==> src/verilog/ar_pkg.sv <==
// Package for the auto-reclose control block: register map, field
// positions, reset values, timing constants, state and pin carriers.
// Assumes a 25 MHz system clock and a plain strobe register port.
package ar_pkg;

    // ----------------------------------------------------------------
    // Timing
    // ----------------------------------------------------------------
    localparam int CLK_PERIOD_NS = 40;
    localparam int TICK_NS       = 1_000_000;          // 1 ms tick
    localparam int TICK_CYC      = TICK_NS / CLK_PERIOD_NS;
    localparam int SUP_MARGIN_MS = 150;                // close supervision

    // ----------------------------------------------------------------
    // Register byte addresses
    // ----------------------------------------------------------------
    localparam logic [7:0] A_CTRL  = 8'h00;
    localparam logic [7:0] A_SHOT  = 8'h04;
    localparam logic [7:0] A_DEAD  = 8'h08;
    localparam logic [7:0] A_RECL  = 8'h0C;
    localparam logic [7:0] A_PULSE = 8'h10;
    localparam logic [7:0] A_INHIB = 8'h14;
    localparam logic [7:0] A_BFDLY = 8'h18;
    localparam logic [7:0] A_STAT  = 8'h1C;
    localparam logic [7:0] A_IRQS  = 8'h20;
    localparam logic [7:0] A_IRQM  = 8'h24;

    // CTRL bits
    localparam int C_BFSUP  = 0;   // breaker-faulty supervision on
    localparam int C_BLKEN  = 1;   // block via input enabled
    localparam int C_DEADCB = 2;   // 1: dead time on breaker open
    localparam int C_FAST   = 3;   // block fast trip after first trip
    localparam int C_RST    = 4;   // write one: lockout reset command
    // SHOT fields
    localparam int S_MAX = 0;      // [2:0] shots allowed
    localparam int S_MA  = 4;      // [7:4] start A mask, shot 4..1
    localparam int S_MB  = 8;      // [11:8] start B mask, shot 4..1

    // Reset values
    localparam logic [3:0]  CTL_RST   = 4'h5;
    localparam logic [2:0]  MAX_RST   = 3'h4;
    localparam logic [3:0]  MSK_RST   = 4'hF;
    localparam logic [15:0] DEAD_RST  = 16'h01F4;
    localparam logic [15:0] RECL_RST  = 16'h0BB8;
    localparam logic [15:0] PULSE_RST = 16'h0064;
    localparam logic [15:0] INHIB_RST = 16'h0BB8;
    localparam logic [15:0] BFDLY_RST = 16'h0064;

    // Interrupt event bits
    localparam int EV_LOCK  = 0;
    localparam int EV_FINAL = 1;
    localparam int EV_SUCC  = 2;
    localparam int EV_ALARM = 3;
    localparam int NEV      = 4;

    // ----------------------------------------------------------------
    // Types
    // ----------------------------------------------------------------
    typedef enum logic [5:0] {
        ST_IDLE  = 6'h01,
        ST_TRIP  = 6'h02,
        ST_DEAD  = 6'h04,
        ST_CLOSE = 6'h08,
        ST_RECL  = 6'h10,
        ST_LOCK  = 6'h20
    } ar_state_t;

    typedef struct packed {
        logic cb_closed;          // breaker auxiliary, closed
        logic prot_trip;          // internal protection initiate
        logic ext_start_a;
        logic ext_start_b;
        logic breaker_faulty_in;
        logic ext_block;
        logic manual_close;
        logic roll_limit;         // rolling demand count reached
        logic conflict;
    } ar_in_t;

    typedef struct packed {
        logic in_progress;
        logic final_trip;
        logic lockout;
        logic blocked;
        logic success;
        logic close_cmd;
        logic fast_block;
        logic cb_alarm;
    } ar_out_t;

endpackage

==> src/verilog/ar_ctrl.sv <==
// Auto-reclose control block: input capture, reclose sequencer,
// status outputs, register port and interrupt.
// Assumes pins synchronous to clk; register master never waits.
`timescale 1ns/100ps

module ar_ctrl #(
    parameter int TICK_CYC = ar_pkg::TICK_CYC    // clocks per ms
) (
    input  wire logic          clk,      // 25 MHz system clock
    input  wire logic          rst_n,    // async reset, active low
    input  wire logic          ce,       // clock enable, freezes all
    input  wire logic [7:0]    addr,     // register byte address
    input  wire logic [31:0]   wdata,    // write data
    input  wire logic          wr,       // write strobe
    input  wire logic          rd,       // read strobe
    output logic [31:0]        rdata,    // read data, cycle after rd
    input  ar_pkg::ar_in_t     pins,     // logic inputs
    output ar_pkg::ar_out_t    stat,     // status and close outputs
    output logic               irq       // level interrupt
);

    // ----------------------------------------------------------------
    // Elaboration check
    // ----------------------------------------------------------------
    if (TICK_CYC < 1 || TICK_CYC > 65536) begin : g_chk
        $error("TICK_CYC out of range");
    end

    // ----------------------------------------------------------------
    // State
    // ----------------------------------------------------------------
    typedef struct packed {
        ar_pkg::ar_in_t    s1;
        ar_pkg::ar_in_t    s2;
        logic [15:0]       tick;
        logic              tk;
        ar_pkg::ar_state_t st;
        logic [2:0]        shot;
        logic [15:0]       tmr;
        logic [15:0]       bft;
        logic [15:0]       inh;
        logic              inh_on;
        logic              rcmd;
        ar_pkg::ar_out_t   o;
        logic [3:0]        ctl;
        logic [2:0]        maxs;
        logic [3:0]        mska;
        logic [3:0]        mskb;
        logic [15:0]       dead;
        logic [15:0]       recl;
        logic [15:0]       pulse;
        logic [15:0]       inhib;
        logic [15:0]       bfdly;
        logic [3:0]        ist;
        logic [3:0]        imsk;
        logic [31:0]       rdata;
    } ar_st_t;

    localparam ar_st_t RST = '{
        st:    ar_pkg::ST_IDLE,
        ctl:   ar_pkg::CTL_RST,
        maxs:  ar_pkg::MAX_RST,
        mska:  ar_pkg::MSK_RST,
        mskb:  ar_pkg::MSK_RST,
        dead:  ar_pkg::DEAD_RST,
        recl:  ar_pkg::RECL_RST,
        pulse: ar_pkg::PULSE_RST,
        inhib: ar_pkg::INHIB_RST,
        bfdly: ar_pkg::BFDLY_RST,
        default: '0
    };

    ar_st_t q;
    ar_st_t d;

    // ----------------------------------------------------------------
    // Next state
    // ----------------------------------------------------------------
    always_comb begin
        ar_pkg::ar_in_t  i;
        logic            go;
        logic            permit;
        logic            ext_blk;
        logic            int_blk;
        logic            inh_done;
        logic            dead_go;
        logic            lock;
        logic [3:0]      ev;
        logic [3:0]      clr;
        i        = q.s2;
        go       = 1'b0;
        permit   = 1'b0;
        ext_blk  = 1'b0;
        int_blk  = 1'b0;
        inh_done = 1'b0;
        dead_go  = 1'b0;
        lock     = 1'b0;
        ev       = '0;
        clr      = '0;
        d        = q;
        // Two-stage capture; first stage feeds only the second
        d.s1 = pins;
        d.s2 = q.s1;
        // Millisecond tick shared by every timer
        d.tk = 1'b0;
        if (q.tick == 16'(TICK_CYC - 1)) begin
            d.tick = '0;
            d.tk   = 1'b1;
        end else begin
            d.tick = q.tick + 16'h0001;
        end
        if (q.tk && q.tmr != 16'hFFFF) begin
            d.tmr = q.tmr + 16'h0001;
        end
        // Start inputs are trip-set timer outputs upstream
        go     = i.prot_trip | i.ext_start_a | i.ext_start_b;
        permit = i.prot_trip
               | (i.ext_start_a & q.mska[q.shot[1:0]])
               | (i.ext_start_b & q.mskb[q.shot[1:0]]);
        ext_blk = q.ctl[ar_pkg::C_BLKEN] & i.ext_block;
        int_blk = q.o.final_trip | i.roll_limit | i.conflict;
        // Faulty supervision timer runs while the fault is shown
        if (!i.breaker_faulty_in) begin
            d.bft = '0;
        end else if (q.tk && q.bft != 16'hFFFF) begin
            d.bft = q.bft + 16'h0001;
        end
        // Manual close arms the inhibit window
        inh_done = q.inh_on && q.inh >= q.inhib;
        if (i.manual_close) begin
            d.inh_on = 1'b1;
            d.inh    = '0;
        end else if (inh_done) begin
            d.inh_on = 1'b0;
        end else if (q.inh_on && q.tk) begin
            d.inh = q.inh + 16'h0001;
        end
        d.rcmd = 1'b0;
        // Sequencer
        case (q.st)
            ar_pkg::ST_IDLE: begin
                if (go && permit && !ext_blk && !int_blk
                    && !q.inh_on) begin
                    d.st            = ar_pkg::ST_TRIP;
                    d.o.in_progress = 1'b1;
                    d.o.success     = 1'b0;
                    d.shot          = '0;
                end
            end
            ar_pkg::ST_TRIP: begin
                dead_go = q.ctl[ar_pkg::C_DEADCB] ? !i.cb_closed
                                                  : !go;
                if (ext_blk || int_blk) begin
                    lock = 1'b1;
                end else if (dead_go) begin
                    d.st  = ar_pkg::ST_DEAD;
                    d.tmr = '0;
                end
            end
            ar_pkg::ST_DEAD: begin
                if (ext_blk || int_blk) begin
                    lock = 1'b1;
                end else if (q.tmr >= q.dead) begin
                    // Faulty breaker: wait out the delay, then give up
                    if (q.ctl[ar_pkg::C_BFSUP] && i.breaker_faulty_in) begin
                        if (q.bft >= q.bfdly) begin
                            lock = 1'b1;
                        end
                    end else begin
                        d.st          = ar_pkg::ST_CLOSE;
                        d.tmr         = '0;
                        d.o.close_cmd = 1'b1;
                    end
                end
            end
            ar_pkg::ST_CLOSE: begin
                d.o.close_cmd = q.tmr < q.pulse;
                if (i.cb_closed) begin
                    d.st          = ar_pkg::ST_RECL;
                    d.tmr         = '0;
                    d.o.close_cmd = 1'b0;
                    d.shot        = q.shot + 3'h1;
                end else if ({1'b0, q.tmr} >= {1'b0, q.pulse}
                             + 17'(ar_pkg::SUP_MARGIN_MS)) begin
                    lock              = 1'b1;
                    d.o.cb_alarm      = 1'b1;
                    ev[ar_pkg::EV_ALARM] = 1'b1;
                end
            end
            ar_pkg::ST_RECL: begin
                if (go) begin
                    if (q.shot >= q.maxs || !permit) begin
                        lock               = 1'b1;
                        d.o.final_trip     = 1'b1;
                        ev[ar_pkg::EV_FINAL] = 1'b1;
                    end else begin
                        d.st = ar_pkg::ST_TRIP;
                    end
                end else if (q.tmr >= q.recl) begin
                    d.st            = ar_pkg::ST_IDLE;
                    d.o.in_progress = 1'b0;
                    d.o.success     = 1'b1;
                    d.shot          = '0;
                    ev[ar_pkg::EV_SUCC] = 1'b1;
                end
            end
            ar_pkg::ST_LOCK: begin
                // Leave only by reset command or inhibit expiry
                if (q.rcmd || inh_done) begin
                    d.st     = ar_pkg::ST_IDLE;
                    d.shot   = '0;
                    d.o.cb_alarm = 1'b0;
                end
            end
            default: begin
                d.st = ar_pkg::ST_IDLE;
            end
        endcase
        if (lock) begin
            d.st            = ar_pkg::ST_LOCK;
            d.o.in_progress = 1'b0;
            d.o.close_cmd   = 1'b0;
            ev[ar_pkg::EV_LOCK] = 1'b1;
        end
        // Final trip held until reset or manual close plus inhibit
        if ((q.rcmd || inh_done) && !lock) begin
            d.o.final_trip = 1'b0;
        end
        d.o.lockout = (d.st == ar_pkg::ST_LOCK) | i.roll_limit
                    | i.conflict;
        d.o.blocked = ext_blk;
        d.o.fast_block = q.ctl[ar_pkg::C_FAST]
                       & (d.st != ar_pkg::ST_IDLE)
                       & (d.st != ar_pkg::ST_LOCK);
        // Register writes
        if (wr) begin
            case (addr)
                ar_pkg::A_CTRL: begin
                    d.ctl  = wdata[3:0];
                    d.rcmd = wdata[ar_pkg::C_RST];
                end
                ar_pkg::A_SHOT: begin
                    d.maxs = wdata[ar_pkg::S_MAX +: 3];
                    d.mska = wdata[ar_pkg::S_MA +: 4];
                    d.mskb = wdata[ar_pkg::S_MB +: 4];
                end
                ar_pkg::A_DEAD:  d.dead  = wdata[15:0];
                ar_pkg::A_RECL:  d.recl  = wdata[15:0];
                ar_pkg::A_PULSE: d.pulse = wdata[15:0];
                ar_pkg::A_INHIB: d.inhib = wdata[15:0];
                ar_pkg::A_BFDLY: d.bfdly = wdata[15:0];
                ar_pkg::A_IRQS:  clr     = wdata[3:0];
                ar_pkg::A_IRQM:  d.imsk  = wdata[3:0];
                default: begin
                end
            endcase
        end
        // Sticky events; a new event beats a same-cycle clear
        d.ist = (q.ist & ~clr) | ev;
        // Read data valid only in the cycle after the strobe
        d.rdata = '0;
        if (rd) begin
            case (addr)
                ar_pkg::A_CTRL:  d.rdata = {28'h0000000, q.ctl};
                ar_pkg::A_SHOT:  d.rdata = {20'h00000, q.mskb, q.mska,
                                            1'b0, q.maxs};
                ar_pkg::A_DEAD:  d.rdata = {16'h0000, q.dead};
                ar_pkg::A_RECL:  d.rdata = {16'h0000, q.recl};
                ar_pkg::A_PULSE: d.rdata = {16'h0000, q.pulse};
                ar_pkg::A_INHIB: d.rdata = {16'h0000, q.inhib};
                ar_pkg::A_BFDLY: d.rdata = {16'h0000, q.bfdly};
                ar_pkg::A_STAT:  d.rdata = {15'h0000, q.shot, q.st, q.o};
                ar_pkg::A_IRQS:  d.rdata = {28'h0000000, q.ist};
                ar_pkg::A_IRQM:  d.rdata = {28'h0000000, q.imsk};
                default:         d.rdata = '0;
            endcase
        end
    end

    // ----------------------------------------------------------------
    // State register
    // ----------------------------------------------------------------
    // Reset returns idle, timers and shot count cleared
    always_ff @(posedge clk or negedge rst_n) begin
        if (!rst_n) begin
            q <= RST;
        end else if (ce) begin
            q <= d;
        end
    end

    // rdata and stat straight from flip-flops; irq is a level ORed from the masked flags
    assign rdata = q.rdata;
    assign stat  = q.o;
    assign irq   = |(q.ist & q.imsk);

endmodule

==> config.mk <==
export PLATFORM = sky130hd
export DESIGN_NAME = ar_ctrl
export DESIGN_NICKNAME = d
export VERILOG_FILES = /design/src/verilog/ar_pkg.sv /design/src/verilog/ar_ctrl.sv
export SDC_FILE = /design/constraint.sdc
export NUM_CORES = 1
export LEC_CHECK = 0
export BUFFER_PORTS_ARGS = -buffer_cell sky130_fd_sc_hd__clkbuf_2
export CAP_MARGIN = 5
export CORE_MARGIN = 2
export CORE_UTILIZATION = 45
export DETAILED_ROUTE_END_ITERATION = 8
export PLACE_DENSITY_LB_ADDON = 0.08
export SYNTH_ARGS = -nofsm -noshare
export SYNTH_HDL_FRONTEND = slang
export SYNTH_SLANG_ARGS = --single-unit
==> constraint.sdc <==
create_clock -name clk -period 3.33 [get_ports clk]
set_input_delay 0.4995 -clock clk [delete_from_list [all_inputs] [get_ports clk]]
set_output_delay 0.4995 -clock clk [all_outputs]
set_load 0.005 [all_outputs]
## After elaboration in Yosys (flattened, before gate mapping)

Index checks and enable logic that the tools add are counted.

| word-level totals | value |
|---|---|
| input port bits | 54 |
| output and inout port bits | 41 |
| logic and storage cells | 242 |
| flip-flop bits (word level) | 237 |

| cells by class | value |
|---|---|
| $lt $le $gt $ge | 8 |
| $add $sub $neg | 6 |
| reductions and logical operators | 49 |
| muxes and demuxes | 79 |
| bitwise logic cells | 17 |
| eq/ne operators | 36 |

Operators with widths:

| cell | count |
|---|---|
| $mux 16 | 11 |
| $pmux 17 s10 | 1 |
| $add 16x1->16 const B | 4 |
| $ge 16x16->1 | 4 |
| $mux 6 | 8 |
| $pmux 16 s3 | 1 |
| $mux 1 | 39 |
| $pmux 6 s6 | 1 |
| $mux 17 | 2 |
| $eq 8x5->1 const B | 4 |
| $ne 16x16->1 const B | 2 |
| $mux 9 | 3 |
| $reduce_and 3->1 | 9 |
| $mux 25 | 1 |
| $reduce_and 5->1 | 4 |
| $ne 3x3->1 const B | 6 |
| $add 16x8->17 const B | 1 |
| $ge 16x17->1 | 1 |
| $eq 16x15->1 const B | 1 |
| $eq 8x4->1 const B | 2 |
| $eq 8x6->1 const B | 2 |
| $lt 16x16->1 | 1 |
| $ne 2x2->1 const B | 8 |
| $reduce_bool 2->1 | 7 |
| 35 further kinds | 72 |

## Depth between registers and ports, before layout

Gate-level depths: netlist of run 1.

| depth | value |
|---|---|
| depth in word-level cells | 15 |
| depth in mapped cells | 15 |
| gate-level depth less buffers | 15 |

## Least setup slack after synthesis of run 1

Ideal clock, no wire load.

| path | value |
|---|---|
| kind | register -> register |
| start point | register q[74] (netlist bit) |
| end point | register q, in the netlist stat[5] |
| data required time | 3.204 ns |
| period minus slack after synthesis | 3.557 ns |
| cell stages (with the launch flop) | 15 |
| path buffers | 0 |
| arrival time | 3.431 ns |
| setup slack | -0.227 ns |
| library setup time | 0.126 ns |
| path through | dfstp_2 -> inv_1 -> ha_1 -> o21a_1 -> nor2_1 -> o21a_1 -> and3_1 -> nand3_1 -> xnor2_1 -> ha_1 -> a211oi_1 -> a21oi_1 -> o311ai_0 -> nand3_1 -> o32a_1 |

| between the ends | value |
|---|---|
| longest elaborated chain between the ends | 9 |

Ends and longest elaborated chain:

| item | RTL line | source |
|---|---|---|
| start: declaration | ar_ctrl.sv:73 | `ar_st_t q;` |
| start signal: assignment | ar_ctrl.sv:286 | `q <= RST;` |
| start signal: assignment | ar_ctrl.sv:288 | `q <= d;` |
| $add 16x8->17 | ar_ctrl.sv:184 | `+ 17'(ar_pkg::SUP_MARGIN_MS)) begin` |
| $ge 16x17->1 | ar_ctrl.sv:183 | `end else if ({1'b0, q.tmr} >= {1'b0, q.pulse}` |
| $mux 1 | ar_ctrl.sv:183 |  |
| $mux 1 | ar_ctrl.sv:178 | `if (i.cb_closed) begin` |
| $pmux 1 s4 | ar_ctrl.sv:140 | `case (q.st)` |
| $mux 6 | ar_ctrl.sv:219 | `if (lock) begin` |
| $eq 6x6->1 | ar_ctrl.sv:229 | `d.o.lockout = (d.st == ar_pkg::ST_LOCK) \| i.roll_limit` |
| $or 1x1->1 | ar_ctrl.sv:229 |  |
| $or 1x1->1 | ar_ctrl.sv:230 | `\| i.conflict;` |

No other way between the ends.
A chain may end at the register's enable or synchronous reset.

## Worst setup path in the final report of run 1

Ends and elaborated chain as after synthesis.

==> results of run 1 <==
layout make-up:
| type | count | area (um2) | area share [%] |
|---|---|---|---|
| multi-input cells | 911 | 6980 | 45.7 |
| flip-flops and latches | 222 | 5600 | 36.7 |
| repair buffers | 136 | 917 | 6.01 |
| clock buffers | 39 | 739 | 4.85 |
| well taps | 384 | 480 | 3.15 |
| inverters | 101 | 379 | 2.48 |
| clock inverters | 9 | 161 | 1.06 |
worst register-to-register path, cell delays in order (launching register included):
cell	delay, ns
dfstp_2	0.54
inv_2	0.05
ha_4	0.15
o21a_1	0.19
nor2_2	0.11
o21a_1	0.18
and3_4	0.21
nand3_4	0.08
xnor2_2	0.16
ha_4	0.24
and4_1	0.15
nand4_1	0.12
a31oi_2	0.06
o311ai_2	0.27
buf_4	0.20
nand3_4	0.16
o32a_1	0.39
report_power, final:
group          internal (W)  switching, W
Sequential          0.00284      0.000157
Clock               0.00184       0.00119
Combinational      0.000304      0.000431
cells in the mapped netlist (3+ instances only):
master / count
a211oi_1: 21
a21o_1: 25
a21oi_1: 42
a221oi_1: 12
a222oi_1: 8
a22o_1: 7
a22oi_1: 33
a31oi_1: 17
and2_1: 10
and3_1: 6
and4_1: 10
buf_2: 4
buf_4: 41
clkbuf_1: 29
dfrtp_1: 184
dfstp_2: 38
ha_1: 104
inv_1: 101
mux2_2: 114
mux2i_1: 4
nand2_1: 94
nand2b_1: 11
nand3_1: 40
nand4_1: 25
nor2_1: 96
nor2b_1: 7
nor3_1: 17
nor3b_1: 3
nor4_1: 7
o2111ai_1: 4
o211ai_1: 4
o21a_1: 6
o21ai_0: 33
o2bb2ai_1: 9
o31ai_1: 4
o32ai_1: 3
or2_2: 3
or3_1: 5
or4_1: 3
xnor2_1: 44
xor2_1: 25
metal layers:
metal	GRT usage [%]	vias to the layer above	wire, um	share of wire [%]
met5	0	-	0	0
met4	9.55	0	1560	4.1
met3	3.92	72	2320	6.0
met2	39.3	322	17000	44
met1	35.9	5041	17400	45
li1	-	4828	-	-
registers in the layout, summed over array words and instances (netlist names):
name	cells
q	188
rdata	17
stat	8
d	9
repair_timing:
item,in CTS,in global routing
hold buffers,1,0
buffers inserted,2,2
hold endpoints to repair,52,0
pin swaps,7,9
endpoints found under the setup margin,13,13
gates resized for setup,13,13
path summary, 6_finish.rpt:
path	from	end	slack [ns]	cells after the start
worst max-delay path	q[74]	stat[5]	-0.04	16
min in group asynchronous	rst_n	q[70]	0.51	2
worst min-delay path	pins[7]	d[226]	0.18	2
worst max register to register	q[74]	stat[5]	-0.04	16
worst min register to register	rdata[6]	rdata[6]	0.48	1
max in group asynchronous	rst_n	q[131]	1.92	3
metrics by stage:
| stage | power (W) | setup slack (ns) | TNS, ns | hold slack (ns) | instances |
|---|---|---|---|---|---|
| 6_report | 0.00676 | -0.0353 | -0.0782 | 0.181 | 1802 |
| 5_1_grt | 0.00702 | -0.161 | -1.26 | 0.179 | 1802 |
| 2_1_floorplan | 0.00344 | 0.0517 | 0 | 0.204 | 1310 |
| 3_3_place_gp | 0.00374 | -0.218 | -1.69 | 0.463 | 1749 |
| 4_1_cts | 0.00681 | -0.0378 | -0.103 | 0.170 | 1800 |
| 3_5_place_dp | 0.00375 | -0.198 | -1.43 | 0.468 | 1749 |
cell families (layout without fill, tap and decap cells):
kind of cell             after synthesis  in the layout  synth area share (%)
AND/OR/NAND/NOR                      349            349                  12.9
AO/OA/AOI/OAI                        254            254                  13.6
flip-flops                           222            222                  42.4
adder cells (fa/ha/maj)              104            104                  9.86
other                                  1             15                0.0284
multiplexers                         120            120                  10.3
buffers and inverters                177            285                  6.24
XOR/XNOR                              69             69                  4.58
==> summary.txt, run 1 <==
STA
  – Final WS setup: -0.0353 ns
  – Tcrit/Tclk final: 101%
  – Period minus WS final: between 3 and 4 ns
  – Achievable Freq: approximately 300 MHz
  – Slew @ Worst Pin: 0.973 ns
  – Relative slew margins: a little over a third
  – Final Hold Violating Endpoints: 0
  – Final setup skew: 0.0208 ns
  – Final setup fails: 3
  – RSZ-0062 raised after global routing: true
  – Fin. max-slew vios: 0

Floorplanning
  – Die W: about 180 um
  – Die height: 175 um
  – Starting Density: 45.9%
  – # rows: slightly above 60
  – Core ar.: around 29,000 um2
  – Die ar.: a little over 30,000 um2
  – Num ports: 95

Synth
  – Post-synth EDFFs: 0
  – Cell taking the most area after synthesis: dfrtp_1
  – Synth top area share: around a third
  – Mapped Area: approximately 13,000 um2
  – Unique masters post-synth: 73
  – Synth Warn #: 0
  – Primary FF master, synth: dfrtp_1
  – Cells after synthesis: ~1.3k
  – Synth async-reset ratio: between 90% and 100%
  – Syn Area/Cell: ~10 um2
  – Post-synthesis sequential area ratio: 42.4%
  – #FFs+latches synth: ~220
  – Area contributors post-synth: dfrtp_1 35%, ha_1 9.9%, mux2_2 9.7%

Route
  – Drt pass-1 iters: 5
  – Vias: between 10k and 15k
  – Starting DRT DRC Count: 755
  – Post-route antenna net violation count: 0
  – Wire per inst: between 20 and 25 um
  – Residual DRC: 0
  – Vias per inst: roughly 5.7
  – Final wirelength: 38,300 um

Place
  – Cell area after placement: approximately 14,000 um2
  – GP Congestion: between 0.8 and 0.9
  – Detail Placement HPWL: between 20,000 and 30,000 um
  – IO Port Bufs: 63

GRT
  – Initial antenna violation count: 0
  – All-Layer GR Usage: roughly 25%
  – First-pass GRT wire length: around 60,000 um
  – Vias in the first global route: ~10k
  – Largest net degree at the start of global routing: slightly above 80
  – Total gr overflow: 0

Power and ir drop
  – Pleak: between 7 and 8 nW
  – Worst IR Drop VDD: 0.457 mV
  – Power Density: around 440 nW/um2

Clock tree
  – Clk_lat worst skew: ~0.55 ns
  – Clock Path Buffers: 3
  – Root Buffer: clkbuf_16
  – Clock sinks: 222
  – CTS tree: yes
  – Reg clk slew, reported paths: 0.06 ns
  – H-tree depth: 1
  – Number of buffers created by CTS: 26

Status
  – Failing checks: setup timing
  – Status: complete, but fails checks

Finish
  – Nets: 1,556
  – Most common cell after layout, fill and taps aside: dfrtp_1
  – P&R area growth vs syn: 15.6%
  – Share of layout cells above drive strength 1: roughly 25%
  – Final instance area: approximately 15,000 um2
  – Number of fill cells in the layout: between 2k and 3k
  – Commonest cells after routing, fill and taps aside: 184 x dfrtp_1, 114 x mux2_2, 102 x ha_1
  – Final antenna diode count: 0
  – Core Util, Final: between 50% and 60%

Job
  – Number of max-cap violations: 0

Critical path
  – Worst path max stage delay: 0.54 ns
  – Worst path top cell family by delay: compound AO/OA/AOI/OAI gates
  – Critical path class: register to register
  – WP buf/inv: 2
  – Critical Path Source Type: register
  – CP max-delay cell: dfstp_2
  – CP max FO: 7
  – WP data arrival: ~3.8 ns
  – Cell chain of the critical path: inv_2 > ha_4 > o21a_1 > nor2_2 > o21a_1 > and3_4 > nand3_4 > xnor2_2 > ha_4 > and4_1 > nand4_1 > a31oi_2 > o311ai_2 > buf_4 > nand3_4 > o32a_1
  – Worst endpoint required time: roughly 3.8 ns
  – Critical path capture point type: register

Worst hold path
  – Hold/Removal Path Class: input port to register
Note: power is estimated with default switching activity, not from simulation.
==> run 2, diff against run 1 <==
TNS_END_PERCENT = 20   (was unset)
clock period = 4.1 ns   (was 3.33 ns; I/O delays follow)
==> summary.txt, run 2 (synthesis results as in run 1) <==
Route
  – Vias: 10.1k
  – Vias per inst: 5.77
  – Drt pass-1 iters: 6
  – Starting DRT DRC Count: 895
  – Post-route antenna net violation count: 0
  – Final wirelength: 36,900 um
  – Wire per inst: between 20 and 25 um
  – Residual DRC: 0

GRT
  – First-pass GRT wire length: ~58,000 um
  – Vias in the first global route: between 9k and 10k
  – Largest net degree at the start of global routing: 117
  – Initial antenna violation count: 1
  – Total gr overflow: 0
  – All-Layer GR Usage: roughly a quarter

Finish
  – Core Util, Final: between 50% and 60%
  – Most flops, register: q
  – Area occupied by multi-input gates: between 6000 and 7000 um2
  – Final antenna diode count: 0
  – Nets: ~1.5k
  – Most common cell after layout, fill and taps aside: dfrtp_1
  – Register area: about 5600 um2
  – Number of fill cells in the layout: 2,652
  – P&R area growth vs syn: 11.9%
  – Commonest cells after routing, fill and taps aside: 184 x dfrtp_1, 114 x mux2_2, 104 x ha_1
  – Finished Layout Cells: between 1.5k and 2k
  – Share of layout cells above drive strength 1: a little over a fifth
  – Max FFs per register: 188

Place
  – IO Port Bufs: 63
  – Inst Count DP: roughly 1.7k
  – GP Congestion: a little over 0.9
  – Detail Placement HPWL: 27,500 um

Clock tree
  – Number of buffers created by CTS: 27
  – H-tree depth: 1
  – Reg clk slew, reported paths: 0.06 ns
  – Clock Path Buffers: 3
  – Clock sinks: ~220
  – Root Buffer: clkbuf_16
  – Clk_lat worst skew: 0.55 ns
  – Hold buffers post-CTS: 0
  – Setup Buffers After CTS: 0
  – CTS tree: yes
  – Post-CTS resize count: 0

Critical path
  – CP max FO: 9
  – WP data arrival: 4.25 ns
  – Critical R2R Capture: stat[1]
  – Critical path capture point type: register
  – Worst path max stage delay: between 0.5 and 0.6 ns
  – CP max-delay cell: dfstp_2
  – Flop2flop setup slack: 0.29 ns
  – Critical Path Source Type: register
  – FF-to-FF Start: q[74]
  – Critical path class: register to register
  – Reg2reg path depth: 16
  – Worst endpoint required time: about 4.5 ns
  – Cell chain of the critical path: inv_1 > ha_1 > o21a_1 > nor2_1 > o21a_1 > and3_1 > nand3_1 > xnor2_1 > ha_1 > a211oi_1 > a21oi_1 > o311ai_0 > buf_4 > nand3_1 > buf_4 > o41ai_1

Floorplanning
  – Core ar.: between 20,000 and 30,000 um2
  – Num ports: between 90 and 100
  – Die W: approximately 180 um
  – Starting Density: approximately 46%
  – Die ar.: between 30,000 and 40,000 um2
  – # rows: 62
  – Die height: 175 um

Power and ir drop
  – Worst IR Drop VDD: roughly 0.38 mV
  – Total power: around 0.0056 W
  – Pleak: approximately 6.7 nW
  – Power Density: 379 nW/um2

STA
  – Final setup fails: 0
  – Fin. max-slew vios: 0
  – Final setup skew: between 0.01 and 0.015 ns
  – Relative slew margins: between 30% and 40%
  – Slew @ Worst Pin: 1.00 ns
  – Total Negative Setup Slacks: 0 ns
  – Final Hold Violating Endpoints: 0
  – Achievable Freq: approximately 260 MHz
  – Period minus WS final: 3.81 ns
  – Tcrit/Tclk final: between 90% and 100%
  – RSZ-0062 raised after global routing: false

Job
  – Number of max-cap violations: 0

Worst hold path
  – Hold/Removal Path Class: input port to async pin

Status
  – Status: complete, no violations
-- run 2: final cells by class --
| cell class | count | area share (%) |
|---|---|---|
| sequential | 222 | 37.9 |
| clock inverter | 15 | 1.63 |
| tap | 384 | 3.25 |
| clock buffer | 35 | 4.91 |
| inverter | 101 | 2.57 |
| timing repair buffer | 87 | 3.51 |
| multi-input combinational | 911 | 46.2 |
-- run 2: power breakdown --
part,total (W),internal (W),leakage (nW),switching [W]
Sequential,0.00244,0.00230,2.89,0.000136
Combinational,0.000552,0.000229,3.38,0.000323
Clock,0.00261,0.00163,0.464,0.000985
-- run 2: worst max-delay path, delay by kind of cell (launching register included) --
family / cells / cell delay [ns]
compound gates: 6 / 1.41
simple gates: 4 / 0.58
xor+xnor: 1 / 0.15
buf+inv: 3 / 0.48
flops: 1 / 0.57
fa+ha+maj: 2 / 0.51
-- run 2: worst max-delay path by stage --
| stage | slack, ns | endpoint | from |
|---|---|---|---|
| after floorplan | 0.54 | stat[5] | q[74] |
| after global placement | 0.36 | stat[5] | q[74] |
| after detailed placement | 0.33 | stat[1] | q[74] |
| after CTS | 0.30 | stat[1] | q[74] |
| after global routing | 0.04 | stat[5] | q[74] |
| final | 0.29 | stat[1] | q[74] |
-- run 2: stage by stage --
stage                     worst slack [ns]  instance area (um2)  hold slack, ns
after detailed placement             0.326                13800           0.464
after global routing                0.0403                14800           0.197
after global placement               0.359                13800           0.461
final                                0.289                14800           0.114
after CTS                            0.298                14800           0.171
after floorplan                      0.543                13300           0.319
-- run 2: per-layer routing --
metal	routed length [um]	global-route usage (%)	vias up	share of wire, %
li1	-	-	4748	-
met1	16800	34.2	5033	46
met2	16600	38.1	273	45
met3	2140	3.81	64	5.8
met4	1340	8.33	0	3.6
met5	0	0	-	0
==> run 3, diff against run 2 <==
BUFFER_PORTS_ARGS = -buffer_cell sky130_fd_sc_hd__buf_4   (was -buffer_cell sky130_fd_sc_hd__clkbuf_2)
CORE_UTILIZATION = 55   (was 45)
clock period = 3.4 ns   (was 4.1 ns; I/O delays follow)
==> summary.txt, run 3 (synthesis results as in run 1) <==
Critical path
  – Reg2reg path depth: 16
  – Worst path max stage delay: ~0.55 ns
  – Critical path class: register to register
  – Critical Path Source Type: register
  – CP max FO: 6
  – CP max-delay cell: dfstp_2
  – Cell chain of the critical path: inv_2 > ha_4 > o21a_1 > nor2_2 > o21a_1 > and3_4 > nand3_4 > xnor2_2 > ha_4 > a211oi_4 > a21oi_2 > o311ai_2 > buf_4 > nand3_4 > buf_6 > o32a_1
  – Worst endpoint required time: about 3.8 ns
  – Critical path capture point type: register
  – WP data arrival: 3.82 ns

Finish
  – Nets: roughly 1.5k
  – Final antenna diode count: 0
  – Number of fill cells in the layout: ~2.0k
  – Core Util, Final: 64.5%
  – P&R area growth vs syn: 15.0%
  – Commonest cells after routing, fill and taps aside: 184 x dfrtp_1, 114 x mux2_2, 114 x buf_4
  – Finished Layout Cells: ~1.7k
  – Max FFs per register: between 150 and 200
  – Share of layout cells above drive strength 1: between 20 and 25%
  – Most common cell after layout, fill and taps aside: dfrtp_1
  – Most flops, register: q
  – Area occupied by multi-input gates: roughly 7000 um2
  – Register area: roughly 5600 um2

Floorplanning
  – Die ar.: between 20,000 and 30,000 um2
  – Starting Density: around 56%
  – Num ports: 95
  – Core ar.: 23,500 um2
  – Die W: approximately 160 um
  – # rows: 56
  – Die height: about 160 um

STA
  – Slew @ Worst Pin: approximately 0.94 ns
  – Final setup skew: 0.0184 ns
  – Tcrit/Tclk final: about 100%
  – Final setup fails: 0
  – Achievable Freq: 294 MHz
  – RSZ-0062 raised after global routing: true
  – Period minus WS final: between 3 and 4 ns
  – Final Hold Violating Endpoints: 0
  – Hold WS: ~0.20 ns
  – Fin. max-slew vios: 0
  – Relative slew margins: between 30% and 40%
  – Total Negative Setup Slacks: 0 ns
  – Final WS setup: roughly 0.0018 ns

Power and ir drop
  – Reg power frac: between 40% and 50%
  – Clock share of power: between 40% and 50%
  – Sw frac: 25.7%
  – Internal power: 0.00489 W
  – P_sw: around 0.0017 W
  – Worst IR Drop VDD: 0.394 mV
  – Power Density: 434 nW/um2
  – Comb power frac: about 11%
  – Pleak: around 6.9 nW

Route
  – Vias: between 10k and 15k
  – Residual DRC: 0
  – Drt pass-1 iters: 5
  – Final wirelength: roughly 37,000 um
  – Vias per inst: 6.00
  – Wire per inst: approximately 21 um
  – Starting DRT DRC Count: around 850
  – Post-route antenna net violation count: 0

Place
  – Detail Placement HPWL: approximately 27,000 um
  – GP Congestion: approximately 0.92
  – IO Port Bufs: 63
  – Inst Count DP: approximately 1.7k
  – Setup Slack @ Placement: -0.258 ns

Clock tree
  – Reg clk slew, reported paths: around 0.06 ns
  – Clk_lat worst skew: between 0.5 and 0.6 ns
  – Clock sinks: approximately 220
  – Number of buffers created by CTS: 26
  – CTS tree: yes
  – H-tree depth: 1
  – Root Buffer: clkbuf_16
  – Clock Path Buffers: 3

GRT
  – All-Layer GR Usage: 29.1%
  – Initial antenna violation count: 0
  – First-pass GRT wire length: a little under 60,000 um
  – Total gr overflow: 0
  – Largest net degree at the start of global routing: 68
  – Vias in the first global route: around 10k

Worst hold path
  – WHS Path Cells: 2
  – Hold/Removal Path Class: input port to register

Status
  – Status: complete, no violations

Job
  – Number of max-cap violations: 0
## run 3: changes by cell type in the layout (fill, tap and decap cells not counted), moves of 3 or more
| cell | previous run | this run |
|---|---|---|
| buf_4 | 23 | 114 |
| bufinv_16 | 6 | 3 |
| clkbuf_2 | 62 | 0 |
| ha_1 | 104 | 101 |
| clkbuf_8 | 2 | 8 |
## run 3: area by class of cell
| type | count | share of cell area, % |
|---|---|---|
| Tap cell | 319 | 2.63 |
| Clock buffer | 39 | 5.14 |
| Timing Repair Buffer | 119 | 6.14 |
| Multi-Input combinational cell | 911 | 45.9 |
| Inverter | 101 | 2.50 |
| Clock inverter | 7 | 0.816 |
| Sequential cell | 222 | 36.9 |
## run 3: layer usage
layer	routed length (um)	track usage, %	vias to the layer above
met1	16300	41.3	5098
met3	2500	5.22	65
li1	-	-	4796
met4	1290	10.1	0
met2	16500	45.1	349
met5	0	0	-
## run 3: critical path: cells and delay by family, from the launching register on
family	cells	cell delay, ns
and+or+nand+nor	4	0.51
buffers and inverters	3	0.40
xor gates and xnor gates	1	0.18
adders and majority gates	2	0.39
AOI/OAI and AO/OA	6	1.23
DFF	1	0.55
## run 3: worst paths after layout
check | startpoint | endpoint | slack (ns)
worst min register to register | rdata[9] | rdata[9] | 0.48
worst max-delay path | q[74] | stat[5] | 0.002
min in group asynchronous | rst_n | q[182] | 0.54
max in group asynchronous | rst_n | q[59] | 2.01
worst min-delay path | pins[3] | d[222] | 0.20
worst max register to register | q[74] | stat[5] | 0.002
## run 3: metrics by stage
| step | total power, W | cell area (um2) |
|---|---|---|
| floorplan | 0.00337 | 13300 |
| global placement | 0.00367 | 14100 |
| detailed placement | 0.00368 | 14100 |
| CTS | 0.00662 | 15100 |
| global route | 0.00685 | 15200 |
| finish | 0.00658 | 15200 |
## run 3: what timing repair did
| item | in CTS | in global routing |
|---|---|---|
| gates resized for setup | 11 | 14 |
| hold buffers | 1 | 0 |
| pin swaps | 9 | 7 |
| setup buffers | 6 | 2 |
| hold endpoints to repair | 46 | 0 |
| setup endpoints to repair | 13 | 14 |
## run 3: power groups by stage
| stage | Combinational [W] | Clock [W] | Sequential (W) |
|---|---|---|---|
| 3_5_place_dp | 0.000701 | 0 | 0.00298 |
| 3_3_place_gp | 0.000693 | 0 | 0.00298 |
| 6_report | 0.000713 | 0.00293 | 0.00294 |
| 2_1_floorplan | 0.000473 | 0 | 0.00290 |
| 5_1_grt | 0.000800 | 0.00309 | 0.00295 |
| 4_1_cts | 0.000707 | 0.00298 | 0.00293 |
